$ cat src/ioc_pkg.sv
// constants, field layout and state record of the interrupt and option block
// assumes a single 100 MHz clock and a simple strobe register port
// Behaviour
// - pull-up disable bit forces all pull-ups off
// - edge select bit picks external pin edge
// - clock source bit picks pin or Fosc/4
// - source edge bit picks pin counting edge
// - shared prescaler serves watchdog or counter
// - rate field sets power-of-two division ratio
// - flags set whatever the enable bits say
// - global enable gates every interrupt source at irq_req; irq_out ignores it
// - peripheral enable gates all peripheral interrupts
// - counter rollover sets flag, enable gates it
// - counter value is not touched by reset
// - selected pin edge sets external flag
// - masked port change sets port change flag
// - flags stay set until software clears
// - peripheral enable register bit order fixed
package ioc_pkg;

  // ***************************************************************
  // register offsets
  // ***************************************************************
  localparam int unsigned AW = 4;
  localparam int unsigned DW = 8;
  localparam logic [AW-1:0] OFS_OPTION = 4'h0;
  localparam logic [AW-1:0] OFS_ICR    = 4'h1;
  localparam logic [AW-1:0] OFS_PERIPHERAL_IRQ_ENABLE_ONE   = 4'h2;
  localparam logic [AW-1:0] OFS_PULLUP = 4'h3;
  localparam logic [AW-1:0] OFS_CNMASK = 4'h4;
  localparam logic [AW-1:0] OFS_STATUS = 4'h5;
  localparam logic [AW-1:0] OFS_MASK   = 4'h6;
  localparam logic [AW-1:0] OFS_COUNT  = 4'h7;

  // ***************************************************************
  // field positions
  // ***************************************************************
  localparam int unsigned OPT_PULLUP_DIS = 7;
  localparam int unsigned OPT_EXT_EDGE   = 6;
  localparam int unsigned OPT_CLK_SRC    = 5;
  localparam int unsigned OPT_SRC_EDGE   = 4;
  localparam int unsigned OPT_PSA        = 3;
  localparam int unsigned OPT_PS_HI      = 2;
  localparam int unsigned ICR_GIE        = 7;
  localparam int unsigned ICR_PERIPH_IRQ_ENABLE       = 6;
  localparam int unsigned ICR_COV_IE     = 5;
  localparam int unsigned ICR_EXT_IE     = 4;
  localparam int unsigned ICR_PCH_IE     = 3;
  localparam int unsigned ICR_COV_F      = 2;
  localparam int unsigned ICR_EXT_F      = 1;
  localparam int unsigned ICR_PCH_F      = 0;
  localparam int unsigned EV_COV         = 0;
  localparam int unsigned EV_EXT         = 1;
  localparam int unsigned EV_PCH         = 2;
  localparam int unsigned EV_W           = 3;

  // ***************************************************************
  // reset values and timing
  // ***************************************************************
  localparam logic [DW-1:0] OPTION_RST = 8'hFF;
  localparam logic [DW-1:0] ICR_RST    = 8'h00;
  localparam logic [DW-1:0] PERIPHERAL_IRQ_ENABLE_ONE_RST   = 8'h00;
  localparam logic [DW-1:0] ZERO_RST   = 8'h00;
  localparam logic [DW-1:0] COUNT_TOP  = 8'hFF;
  localparam logic [1:0]    INSTR_LAST = 2'h3; // fosc/4 divider end
  localparam int unsigned   CLK_MHZ    = 100;

  typedef struct packed {
    logic          ext_s1;
    logic          ext_s2;
    logic          ext_prev;
    logic          tck_s1;
    logic          tck_s2;
    logic          tck_prev;
    logic [DW-1:0] pb_s1;
    logic [DW-1:0] pb_s2;
    logic [DW-1:0] pb_prev;
    logic [DW-1:0] option;
    logic [DW-1:0] icr;
    logic [DW-1:0] peripheral_irq_enable_one;
    logic [DW-1:0] pullmask;
    logic [DW-1:0] cnmask;
    logic [EV_W-1:0] status;
    logic [EV_W-1:0] mask;
    logic [1:0]    div;
    logic [DW-1:0] presc;
    logic [DW-1:0] rdata;
    logic          wdt_tick;
  } ioc_state_s;

endpackage

$ cat src/ioc_top.sv
// interrupt gating, flags and option control of the core
// assumes pins are asynchronous, peripheral flags and watchdog tick are mclk-side
`timescale 1ns/1ns
module ioc_top (
  input  wire logic                  mclk,                  // system clock
  input  wire logic                  rst_b,                 // async reset, low
  input  wire logic [ioc_pkg::AW-1:0] addr,                 // register index
  input  wire logic [ioc_pkg::DW-1:0] wdata,                // write data
  input  wire logic                  wr,                    // write strobe
  input  wire logic                  rd,                    // read strobe
  output logic      [ioc_pkg::DW-1:0] rdata,                // read data, next cycle
  input  wire logic                  ext_interrupt_pin,     // external irq pin
  input  wire logic                  counter_ext_clock_pin, // counter clock pin
  input  wire logic [ioc_pkg::DW-1:0] portb_pins,           // port b levels
  input  wire logic [ioc_pkg::DW-1:0] periph_flags,         // peripheral flags
  input  wire logic                  watchdog_base_tick,    // watchdog source
  output logic      [ioc_pkg::DW-1:0] pullup_enable,        // weak pull-up on
  output logic                       watchdog_tick,         // watchdog step
  output logic      [ioc_pkg::DW-1:0] eight_bit_counter,    // counter value
  output logic                       irq_req,               // to the core
  output logic                       irq_out                // status line
);

  // ***************************************************************
  // state
  // ***************************************************************
  ioc_pkg::ioc_state_s q;
  ioc_pkg::ioc_state_s d;
  logic [ioc_pkg::DW-1:0] cnt_q;
  logic                  ext_edge;
  logic                  pin_edge;
  logic                  instr_tick;
  logic                  src_tick;
  logic                  presc_in;
  logic                  cnt_inc;
  logic                  cnt_wr;
  logic                  cnt_roll;
  logic                  port_chg;
  logic [2:0]            ps;
  logic [ioc_pkg::EV_W-1:0] events;

  // register index decode, shared by read and write paths
  function automatic logic hit(input logic [ioc_pkg::AW-1:0] a,
                               input logic [ioc_pkg::AW-1:0] ofs);
    hit = (a == ofs);
  endfunction

  // true when the low k prescaler bits are all ones: a 1:2^k point
  function automatic logic div_hit(input logic [ioc_pkg::DW-1:0] p,
                                   input logic [3:0]            k);
    logic [ioc_pkg::DW-1:0] m;
    m = ioc_pkg::DW'((9'h001 << k) - 9'h001);
    div_hit = ((p & m) == m);
  endfunction

  // ***************************************************************
  // next state
  // ***************************************************************
  always_comb begin
    d = q;
    ps = q.option[ioc_pkg::OPT_PS_HI:0];

    // two-stage synchronisers; first stage feeds only the second
    d.ext_s1   = ext_interrupt_pin;
    d.ext_s2   = q.ext_s1;
    d.ext_prev = q.ext_s2;
    d.tck_s1   = counter_ext_clock_pin;
    d.tck_s2   = q.tck_s1;
    d.tck_prev = q.tck_s2;
    d.pb_s1    = portb_pins;
    d.pb_s2    = q.pb_s1;
    d.pb_prev  = q.pb_s2;

    // rising when set, falling when clear
    ext_edge = q.option[ioc_pkg::OPT_EXT_EDGE] ? (q.ext_s2 & ~q.ext_prev)
                                               : (~q.ext_s2 & q.ext_prev);
    // counts falling edges when set, rising when clear
    pin_edge = q.option[ioc_pkg::OPT_SRC_EDGE] ? (~q.tck_s2 & q.tck_prev)
                                               : (q.tck_s2 & ~q.tck_prev);

    // instruction cycle enable at a quarter of mclk
    instr_tick = (q.div == ioc_pkg::INSTR_LAST);
    d.div      = q.div + 2'h1;
    src_tick   = q.option[ioc_pkg::OPT_CLK_SRC] ? pin_edge : instr_tick;

    // one prescaler; the side without it runs undivided
    presc_in = q.option[ioc_pkg::OPT_PSA] ? watchdog_base_tick : src_tick;
    if (presc_in) begin
      d.presc = q.presc + 8'h01;
    end
    // counter divides 2..256, watchdog 1..128; undivided counter needs psa set
    cnt_inc = q.option[ioc_pkg::OPT_PSA] ? src_tick
            : (presc_in & div_hit(q.presc, {1'b0, ps} + 4'h1));
    d.wdt_tick = q.option[ioc_pkg::OPT_PSA] ? (presc_in & div_hit(q.presc, {1'b0, ps}))
               : watchdog_base_tick;

    // counter rollover, lost if software overwrites the counter that cycle
    cnt_wr   = wr & hit(addr, ioc_pkg::OFS_COUNT);
    cnt_roll = cnt_inc & ~cnt_wr & (cnt_q == ioc_pkg::COUNT_TOP);

    // any masked port pin that moved since the last cycle
    port_chg = |((q.pb_s2 ^ q.pb_prev) & q.cnmask);

    // software writes first, so hardware sets below win over a clear
    if (wr) begin
      if (hit(addr, ioc_pkg::OFS_OPTION)) d.option   = wdata;
      if (hit(addr, ioc_pkg::OFS_ICR))    d.icr      = wdata;
      if (hit(addr, ioc_pkg::OFS_PERIPHERAL_IRQ_ENABLE_ONE))   d.peripheral_irq_enable_one     = wdata;
      if (hit(addr, ioc_pkg::OFS_PULLUP)) d.pullmask = wdata;
      if (hit(addr, ioc_pkg::OFS_CNMASK)) d.cnmask   = wdata;
      if (hit(addr, ioc_pkg::OFS_MASK))   d.mask     = wdata[ioc_pkg::EV_W-1:0];
    end

    // flags set regardless of any enable bit
    if (cnt_roll) d.icr[ioc_pkg::ICR_COV_F] = 1'b1;
    if (ext_edge) d.icr[ioc_pkg::ICR_EXT_F] = 1'b1;
    if (port_chg) d.icr[ioc_pkg::ICR_PCH_F] = 1'b1;

    // sticky event status: read clears, a new event in that cycle stays
    events = '0;
    events[ioc_pkg::EV_COV] = cnt_roll;
    events[ioc_pkg::EV_EXT] = ext_edge;
    events[ioc_pkg::EV_PCH] = port_chg;
    if (rd & hit(addr, ioc_pkg::OFS_STATUS)) begin
      d.status = '0;
    end
    d.status = d.status | events;

    // read data live for exactly one cycle after the strobe
    d.rdata = '0;
    if (rd) begin
      case (addr)
        ioc_pkg::OFS_OPTION: d.rdata = q.option;
        ioc_pkg::OFS_ICR:    d.rdata = q.icr;
        ioc_pkg::OFS_PERIPHERAL_IRQ_ENABLE_ONE:   d.rdata = q.peripheral_irq_enable_one;
        ioc_pkg::OFS_PULLUP: d.rdata = q.pullmask;
        ioc_pkg::OFS_CNMASK: d.rdata = q.cnmask;
        ioc_pkg::OFS_STATUS: d.rdata = {{(ioc_pkg::DW-ioc_pkg::EV_W){1'b0}}, q.status};
        ioc_pkg::OFS_MASK:   d.rdata = {{(ioc_pkg::DW-ioc_pkg::EV_W){1'b0}}, q.mask};
        ioc_pkg::OFS_COUNT:  d.rdata = cnt_q;
        default:             d.rdata = '0;
      endcase
    end
  end

  // ***************************************************************
  // registers
  // ***************************************************************
  always_ff @(posedge mclk or negedge rst_b) begin
    if (!rst_b) begin
      q          <= '0;
      q.option   <= ioc_pkg::OPTION_RST;
      q.icr      <= ioc_pkg::ICR_RST;
      q.peripheral_irq_enable_one     <= ioc_pkg::PERIPHERAL_IRQ_ENABLE_ONE_RST;
      q.pullmask <= ioc_pkg::ZERO_RST;
      q.cnmask   <= ioc_pkg::ZERO_RST;
    end else begin
      q <= d;
    end
  end

  // counter keeps its value across reset, so it has no reset branch
  always_ff @(posedge mclk) begin
    if (cnt_wr) begin
      cnt_q <= wdata;
    end else if (cnt_inc) begin
      cnt_q <= cnt_q + 8'h01;
    end
  end

  // ***************************************************************
  // outputs
  // ***************************************************************
  // disable bit overrides the per-pin mask
  assign pullup_enable = q.option[ioc_pkg::OPT_PULLUP_DIS] ? '0 : q.pullmask;
  assign watchdog_tick = q.wdt_tick;
  assign eight_bit_counter = cnt_q;
  assign rdata = q.rdata;

  // core request: global gate over core flags and the peripheral path
  assign irq_req = q.icr[ioc_pkg::ICR_GIE] & (
                   (q.icr[ioc_pkg::ICR_COV_IE] & q.icr[ioc_pkg::ICR_COV_F]) |
                   (q.icr[ioc_pkg::ICR_EXT_IE] & q.icr[ioc_pkg::ICR_EXT_F]) |
                   (q.icr[ioc_pkg::ICR_PCH_IE] & q.icr[ioc_pkg::ICR_PCH_F]) |
                   (q.icr[ioc_pkg::ICR_PERIPH_IRQ_ENABLE] & |(q.peripheral_irq_enable_one & periph_flags)));

  // status line ignores the global gate; it is a separate monitor path
  assign irq_out = |(q.status & q.mask);

endmodule

$ cat config.mk
export PLATFORM = sky130hd
export DESIGN_NAME = ioc_top
export DESIGN_NICKNAME = d
export VERILOG_FILES = /design/src/ioc_pkg.sv /design/src/ioc_top.sv
export SDC_FILE = /design/constraint.sdc
export NUM_CORES = 1
export LEC_CHECK = 0
export ABC_CLOCK_PERIOD_IN_PS = 3800
export BUFFER_PORTS_ARGS = -buffer_cell sky130_fd_sc_hd__buf_2
export CELL_PAD_IN_SITES_DETAIL_PLACEMENT = 1
export CELL_PAD_IN_SITES_GLOBAL_PLACEMENT = 1
export CORE_MARGIN = 2
export CORE_UTILIZATION = 46
export CTS_CLUSTER_SIZE = 40
export DETAILED_ROUTE_END_ITERATION = 8
export PLACE_DENSITY_LB_ADDON = 0.1
export SLEW_MARGIN = 20
export SYNTH_ARGS = -nofsm -noshare
export SYNTH_HDL_FRONTEND = slang
export SYNTH_SLANG_ARGS = --single-unit
$ cat constraint.sdc
create_clock -name mclk -period 3.8 [get_ports mclk]
set_input_delay 0.57 -clock mclk [delete_from_list [all_inputs] [get_ports mclk]]
set_output_delay 0.57 -clock mclk [all_outputs]
set_load 0.05 [all_outputs]
After elaboration in Yosys (flattened, before gate mapping)
Cells that the tools add are included.
Widths: inputs -> output; s select.
{ "word_totals": {"word_cells": 113, "regBits": 103, "out_inout_bits": 27, "input_bits": 35} }
{ "classes": {"eq_ne": 11, "addsub": 6, "muxes": 20, "n_bitwise": 30, "shift": 2, "n_reduce_logical": 20} }
{ "ops": {"columns": ["op", "count"], "rows": [
  ["$pmux 8 s8", 1],
  ["$mux 8", 7],
  ["$and 8x8->8", 4],
  ["$mux 27", 1],
  ["$reduce_and 2->1", 9],
  ["$add 8x1->8 const B", 2],
  ["$eq 4x3->1 const B", 4],
  ["$eq 8x8->1", 2],
  ["$reduce_or 8->1", 2],
  ["$sub 8x1->8 const B", 2],
  ["$and 1x1->1", 15],
  ["$reduce_bool 2->1", 7],
  ["$mux 1", 9],
  ["$eq 4x2->1 const B", 2],
  ["$eq 8x8->1 const B", 1],
  ["$shl 1x3->8 const A", 1],
  ["$shl 1x4->8 const A", 1],
  ["$xor 8x8->8", 1],
  ["$mux 3", 2],
  ["$not 1->1", 5],
  ["$add 3x1->4 const B", 1],
  ["$eq 4x1->1 const B", 1],
  ["$logic_not 4->1", 1],
  ["$and 3x3->3", 1],
  ["5 further kinds", 7]
]} }

Depth between registers and ports, before layout
{ "logic_depth": {"depth_word": 11, "ltp_mapped": 12, "mapped_depth_nobuf": 10} }

Worst setup path before layout
OpenSTA, ideal clock, no wires.
{ "synth_timing": {"path_type": "register to register", "from": "register q, in the netlist ps[0]", "to": "register cnt_q, in the netlist eight_bit_counter[0] (enable)", "setup_ns": 0.384, "synth_period_minus_slack_ns": 3.030, "setup_slack_ns": 0.770, "required_ns": 3.416, "arrival_ns": 2.646, "stages_incl_launch_ff": 12, "path_buffers": 2, "path_cell_list": "dfstp_2 -> buf_2 -> nand2_1 -> inv_1 -> ha_1 -> buf_2 -> nand3_1 -> ha_1 -> xor2_1 -> o22a_1 -> a41oi_1 -> o21ai_0"} }
{ "synth_via": {"elab_chain_cells": 8} }
{ "synth_rtl": {"columns": ["item", "line", "source"], "rows": [
  ["start: declaration", "ioc_top.sv:27", "ioc_pkg::ioc_state_s q;"],
  ["$add 3x1->4 (*)", "ioc_top.sv:93", ": (presc_in & div_hit(q.presc, {1'b0, ps} + 4'h1));"],
  ["$shl 1x4->8 (*)", "ioc_top.sv:52", "m = ioc_pkg::DW'((9'h001 << k) - 9'h001);"],
  ["$sub 8x1->8 (*)", "ioc_top.sv:52", null],
  ["$and 8x8->8", "ioc_top.sv:53", "div_hit = ((p & m) == m);"],
  ["$eq 8x8->1 (*)", "ioc_top.sv:53", null],
  ["$and 1x1->1 (*)", "ioc_top.sv:93", null],
  ["$mux 1 (*)", "ioc_top.sv:92", "cnt_inc = q.option[ioc_pkg::OPT_PSA] ? src_tick"],
  ["$reduce_bool 2->1 (no source line) (*)", null, null],
  ["end signal: assignment", "ioc_top.sv:165", "cnt_q <= wdata;"],
  ["end signal: assignment", "ioc_top.sv:167", "cnt_q <= cnt_q + 8'h01;"],
  ["end: declaration", "ioc_top.sv:29", "logic [ioc_pkg::DW-1:0] cnt_q;"]
]} }
Every way passes the cells marked *; elsewhere a longest branch is shown, timed or not.
A chain may end at the register's enable or synchronous reset.

Worst setup path in the final report
{ "layout_timing": {"from": "register q, in the netlist ps[1]", "to": "register cnt_q, in the netlist eight_bit_counter[4] (enable)"} }
Same word-level chain as after synthesis.

==> flow_summary_export.csv <==
group,metric,value,unit
floorplanning,dieWidth,107,µm
grt,grt.overflow.total,0,
yosys,synth-edff-count,8,
grt,gr-usage-met3,0.0395,
placed_design,dp_hpwl,9520,µm
sta,slew_headroom,0.516,
grt,busiest_layer,"met2",
sta,drv_slew,0,
critical_path,crit_path_end_kind,"flop",
sta,fin_tns_setup,0,ns
power_and_ir_drop,max-vdd-ir-drop,0.295,mV
yosys,synth.net_count,464,
status,outcome,"finished clean",
clock_tree,cts_hold_buf,0,
yosys,synth_cell_types,55,
yosys,synth-seq-area-share,0.537,
yosys,synth-main-ff-cell,"dfrtp_1",
yosys,syn-mean-instance-area,11.6,µm²
power_and_ir_drop,power.density,585,nW/µm²
yosys,synthXorXnorAreaFrac,0.0465,
yosys,synth_fa_ha_area_frac,0.0179,
placed_design,finalWeightedCongestion,0.832,
yosys,synth_top_family_by_area,"multiplexers",
clock_tree,cts_root_buf,"clkbuf_8",
sta,rsz0062_at_grt,"false",
layout,drive_above_1_share,0.292,
detailed_routing,first_iter_violations,191,
layout,mostFrequentLayoutCells,"87 x dfrtp_1, 60 x buf_2, 46 x mux2_2",
sta,hold_viol_final,0,
layout,antenna_cells,0,
sta,setup_violations,0,
yosys,synth_compound_area_frac,0.112,
yosys,yosys_warnings,0,
clock_tree,cts_setup_buffers,0,
detailed_routing,drtPass1Iterations,5,
clock_tree,ctsHtreeMaxLevel,3,
yosys,async_flop_share,0.922,
grt,antenna_found_initial,0,
critical_path,reg2reg_to,"eight_bit_counter[4]",
layout,mostFrequentLayoutCell,"dfrtp_1",
clock_tree,post_cts_resized,0,
power_and_ir_drop,leakage,2.41,nW
power_and_ir_drop,comb_power_share,0.304,
yosys,synth_simple_gate_area_share,0.119,
layout,layout.nets,518,
clock_tree,cts_tree,"yes",
sta,tightest_slew,0.721,ns
sta,clock_skew,0.0144,ns
sta,post-route-period-util,0.823,
grt,grt_use_met2,0.369,
power_and_ir_drop,swShare,0.372,
clock_tree,cts_buffers,9,
critical_path,reg2regPathDepth,10,
clock_tree,clkTransAtPathRegs,0.10,ns
placed_design,port-buffer-count,61,
grt,grt_pass1_wl,20500,µm
critical_path,rrSetupSlack,0.67,ns
grt,grt_max_degree,59,
floorplanning,fp.dieH,107,µm
floorplanning,rows,37,
yosys,synthCells,422,
floorplanning,ios,62,
run,maxCapViolations,0,
power_and_ir_drop,clockPowerShare,0.217,
grt,grt_use_met1,0.359,
power_and_ir_drop,p_total,3.20,mW
grt,track_usage,0.240,
detailed_routing,vias,3526,
yosys,ys_ff_latch,103,
yosys,synth_area,4900,µm²
critical_path,path_class,"flop to flop",
floorplanning,dieArea,11500,µm²
clock_tree,cts.sinks,103,
floorplanning,start_util,0.474,
layout,finish.utilization,0.530,
worst_hold_path,hp-class,"input port to async pin",
critical_path,cp.arrival,3.13,ns
sta,fin_crit,3.13,ns
yosys,muxShareOfSynthArea,0.131,
critical_path,cp_data_required_time,3.80,ns
grt,grt_pass1_vias,3608,
power_and_ir_drop,power_frac_seq,0.479,
detailed_routing,drc,0,
detailed_routing,vias_per_cell,5.72,
detailed_routing,wl_per_cell,21.3,µm
clock_tree,cts.path.max_buffers,2,
detailed_routing,drt_wl_total,13100,µm
layout,area_growth,11.7,%
floorplanning,core,10300,µm²
detailed_routing,detail-route-antenna-nets,0,
power_and_ir_drop,p_switching,1.19,mW
power_and_ir_drop,internal_power,2.01,mW
critical_path,crit_fanout,12,
critical_path,rr_startpoint,"ps[1]",
critical_path,startpoint_type,"flop",
clock_tree,clock_latency,0.37,ns
sta,fmax,0.320,GHz
[power groups by stage]
stage	Clock [mW]	Sequential (mW)	Combinational, mW
final	0.696	1.53	0.973
after global routing	0.758	1.56	1.06
after global placement	0	1.54	0.950
after CTS	0.717	1.53	0.978
after detailed placement	0	1.55	0.972
after floorplan	0	1.52	0.689
[worst max-delay path, stage by stage (launching register included)]
cell and delay, ns:
dfstp_2 0.54, nand2_1 0.10, inv_1 0.12, ha_1 0.37, nand3_1 0.13, ha_1 0.31, nand2b_1 0.13, o311a_1 0.15
o21a_1 0.12, a41oi_1 0.16, o21ai_1 0.62
[routing by layer]
| metal | vias up | wire length [µm] |
|---|---|---|
| li1 | 1610 | - |
| met1 | 1818 | 6300 |
| met2 | 87 | 6130 |
| met3 | 11 | 586 |
| met4 | 0 | 98 |
| met5 | - | 0 |
[sequential cells by signal, indices dropped and copies added (netlist names)]
signal,flops
watchdog_tick,1
eight_bit_counter,8
rdata,8
q,63
d,20
ps,3
[area by class of cell]
| class | count | area (µm²) |
|---|---|---|
| inverters | 13 | 48.8 |
| multi-input cells | 283 | 2090 |
| clock inverters | 6 | 66.3 |
| repair buffers | 66 | 345 |
| fillers | 1124 | 4850 |
| flip-flops and latches | 103 | 2630 |
| clock buffers | 9 | 124 |
| well taps | 136 | 170 |
[per-stage QoR]
step / hold slack, ns / worst slack, ns / cell area (µm²) / cells
after floorplan: 0.274 / 0.770 / 4900 / 422
after global placement: 0.336 / 0.456 / 5280 / 601
after detailed placement: 0.336 / 0.357 / 5280 / 601
after CTS: 0.266 / 0.331 / 5470 / 616
after global routing: 0.275 / 0.382 / 5470 / 616
final: 0.244 / 0.672 / 5470 / 616
[synth_stat cells (3+ instances only)]
cell type | n | share of area
buf_1 | 3 | 0.0023
and2_1 | 4 | 0.0051
nand3b_1 | 3 | 0.0046
edfxtp_1 | 8 | 0.049
dfrtp_1 | 87 | 0.44
mux2i_1 | 8 | 0.016
xnor2_1 | 13 | 0.023
dfstp_2 | 8 | 0.043
inv_1 | 13 | 0.010
and3_1 | 3 | 0.0038
nor2_1 | 38 | 0.029
nor4_1 | 3 | 0.0038
o21ai_0 | 7 | 0.0072
ha_1 | 7 | 0.018
a21oi_1 | 18 | 0.018
nand4_1 | 5 | 0.0064
buf_4 | 10 | 0.015
a31oi_1 | 4 | 0.0051
xor2_1 | 13 | 0.023
nor2b_1 | 17 | 0.022
a221oi_1 | 4 | 0.0072
nand2_1 | 22 | 0.017
nand3_1 | 13 | 0.013
mux2_2 | 46 | 0.11
o22ai_1 | 4 | 0.0051
buf_2 | 8 | 0.0082
nand2b_1 | 4 | 0.0051
a22oi_1 | 17 | 0.026
[worst max-delay path by stage]
stage / from / to / slack, ns / cells after the start
after global placement: ps[2] / eight_bit_counter[6] / 0.46 / 9
after floorplan: ps[0] / eight_bit_counter[0] / 0.77 / 11
after global routing: ps[0] / eight_bit_counter[4] / 0.38 / 10
after detailed placement: ps[2] / eight_bit_counter[7] / 0.36 / 9
final: ps[1] / eight_bit_counter[4] / 0.67 / 10
after CTS: ps[2] / eight_bit_counter[3] / 0.33 / 9
[kinds of logic after synthesis]
logic type	after synthesis
buffers and inverters	36
adder cells (fa/ha/maj)	7
AND/OR/NAND/NOR	118
flip-flops	103
AO/OA/AOI/OAI	76
XOR/XNOR	26
multiplexers	56
Power figures use the tool's default switching activity.
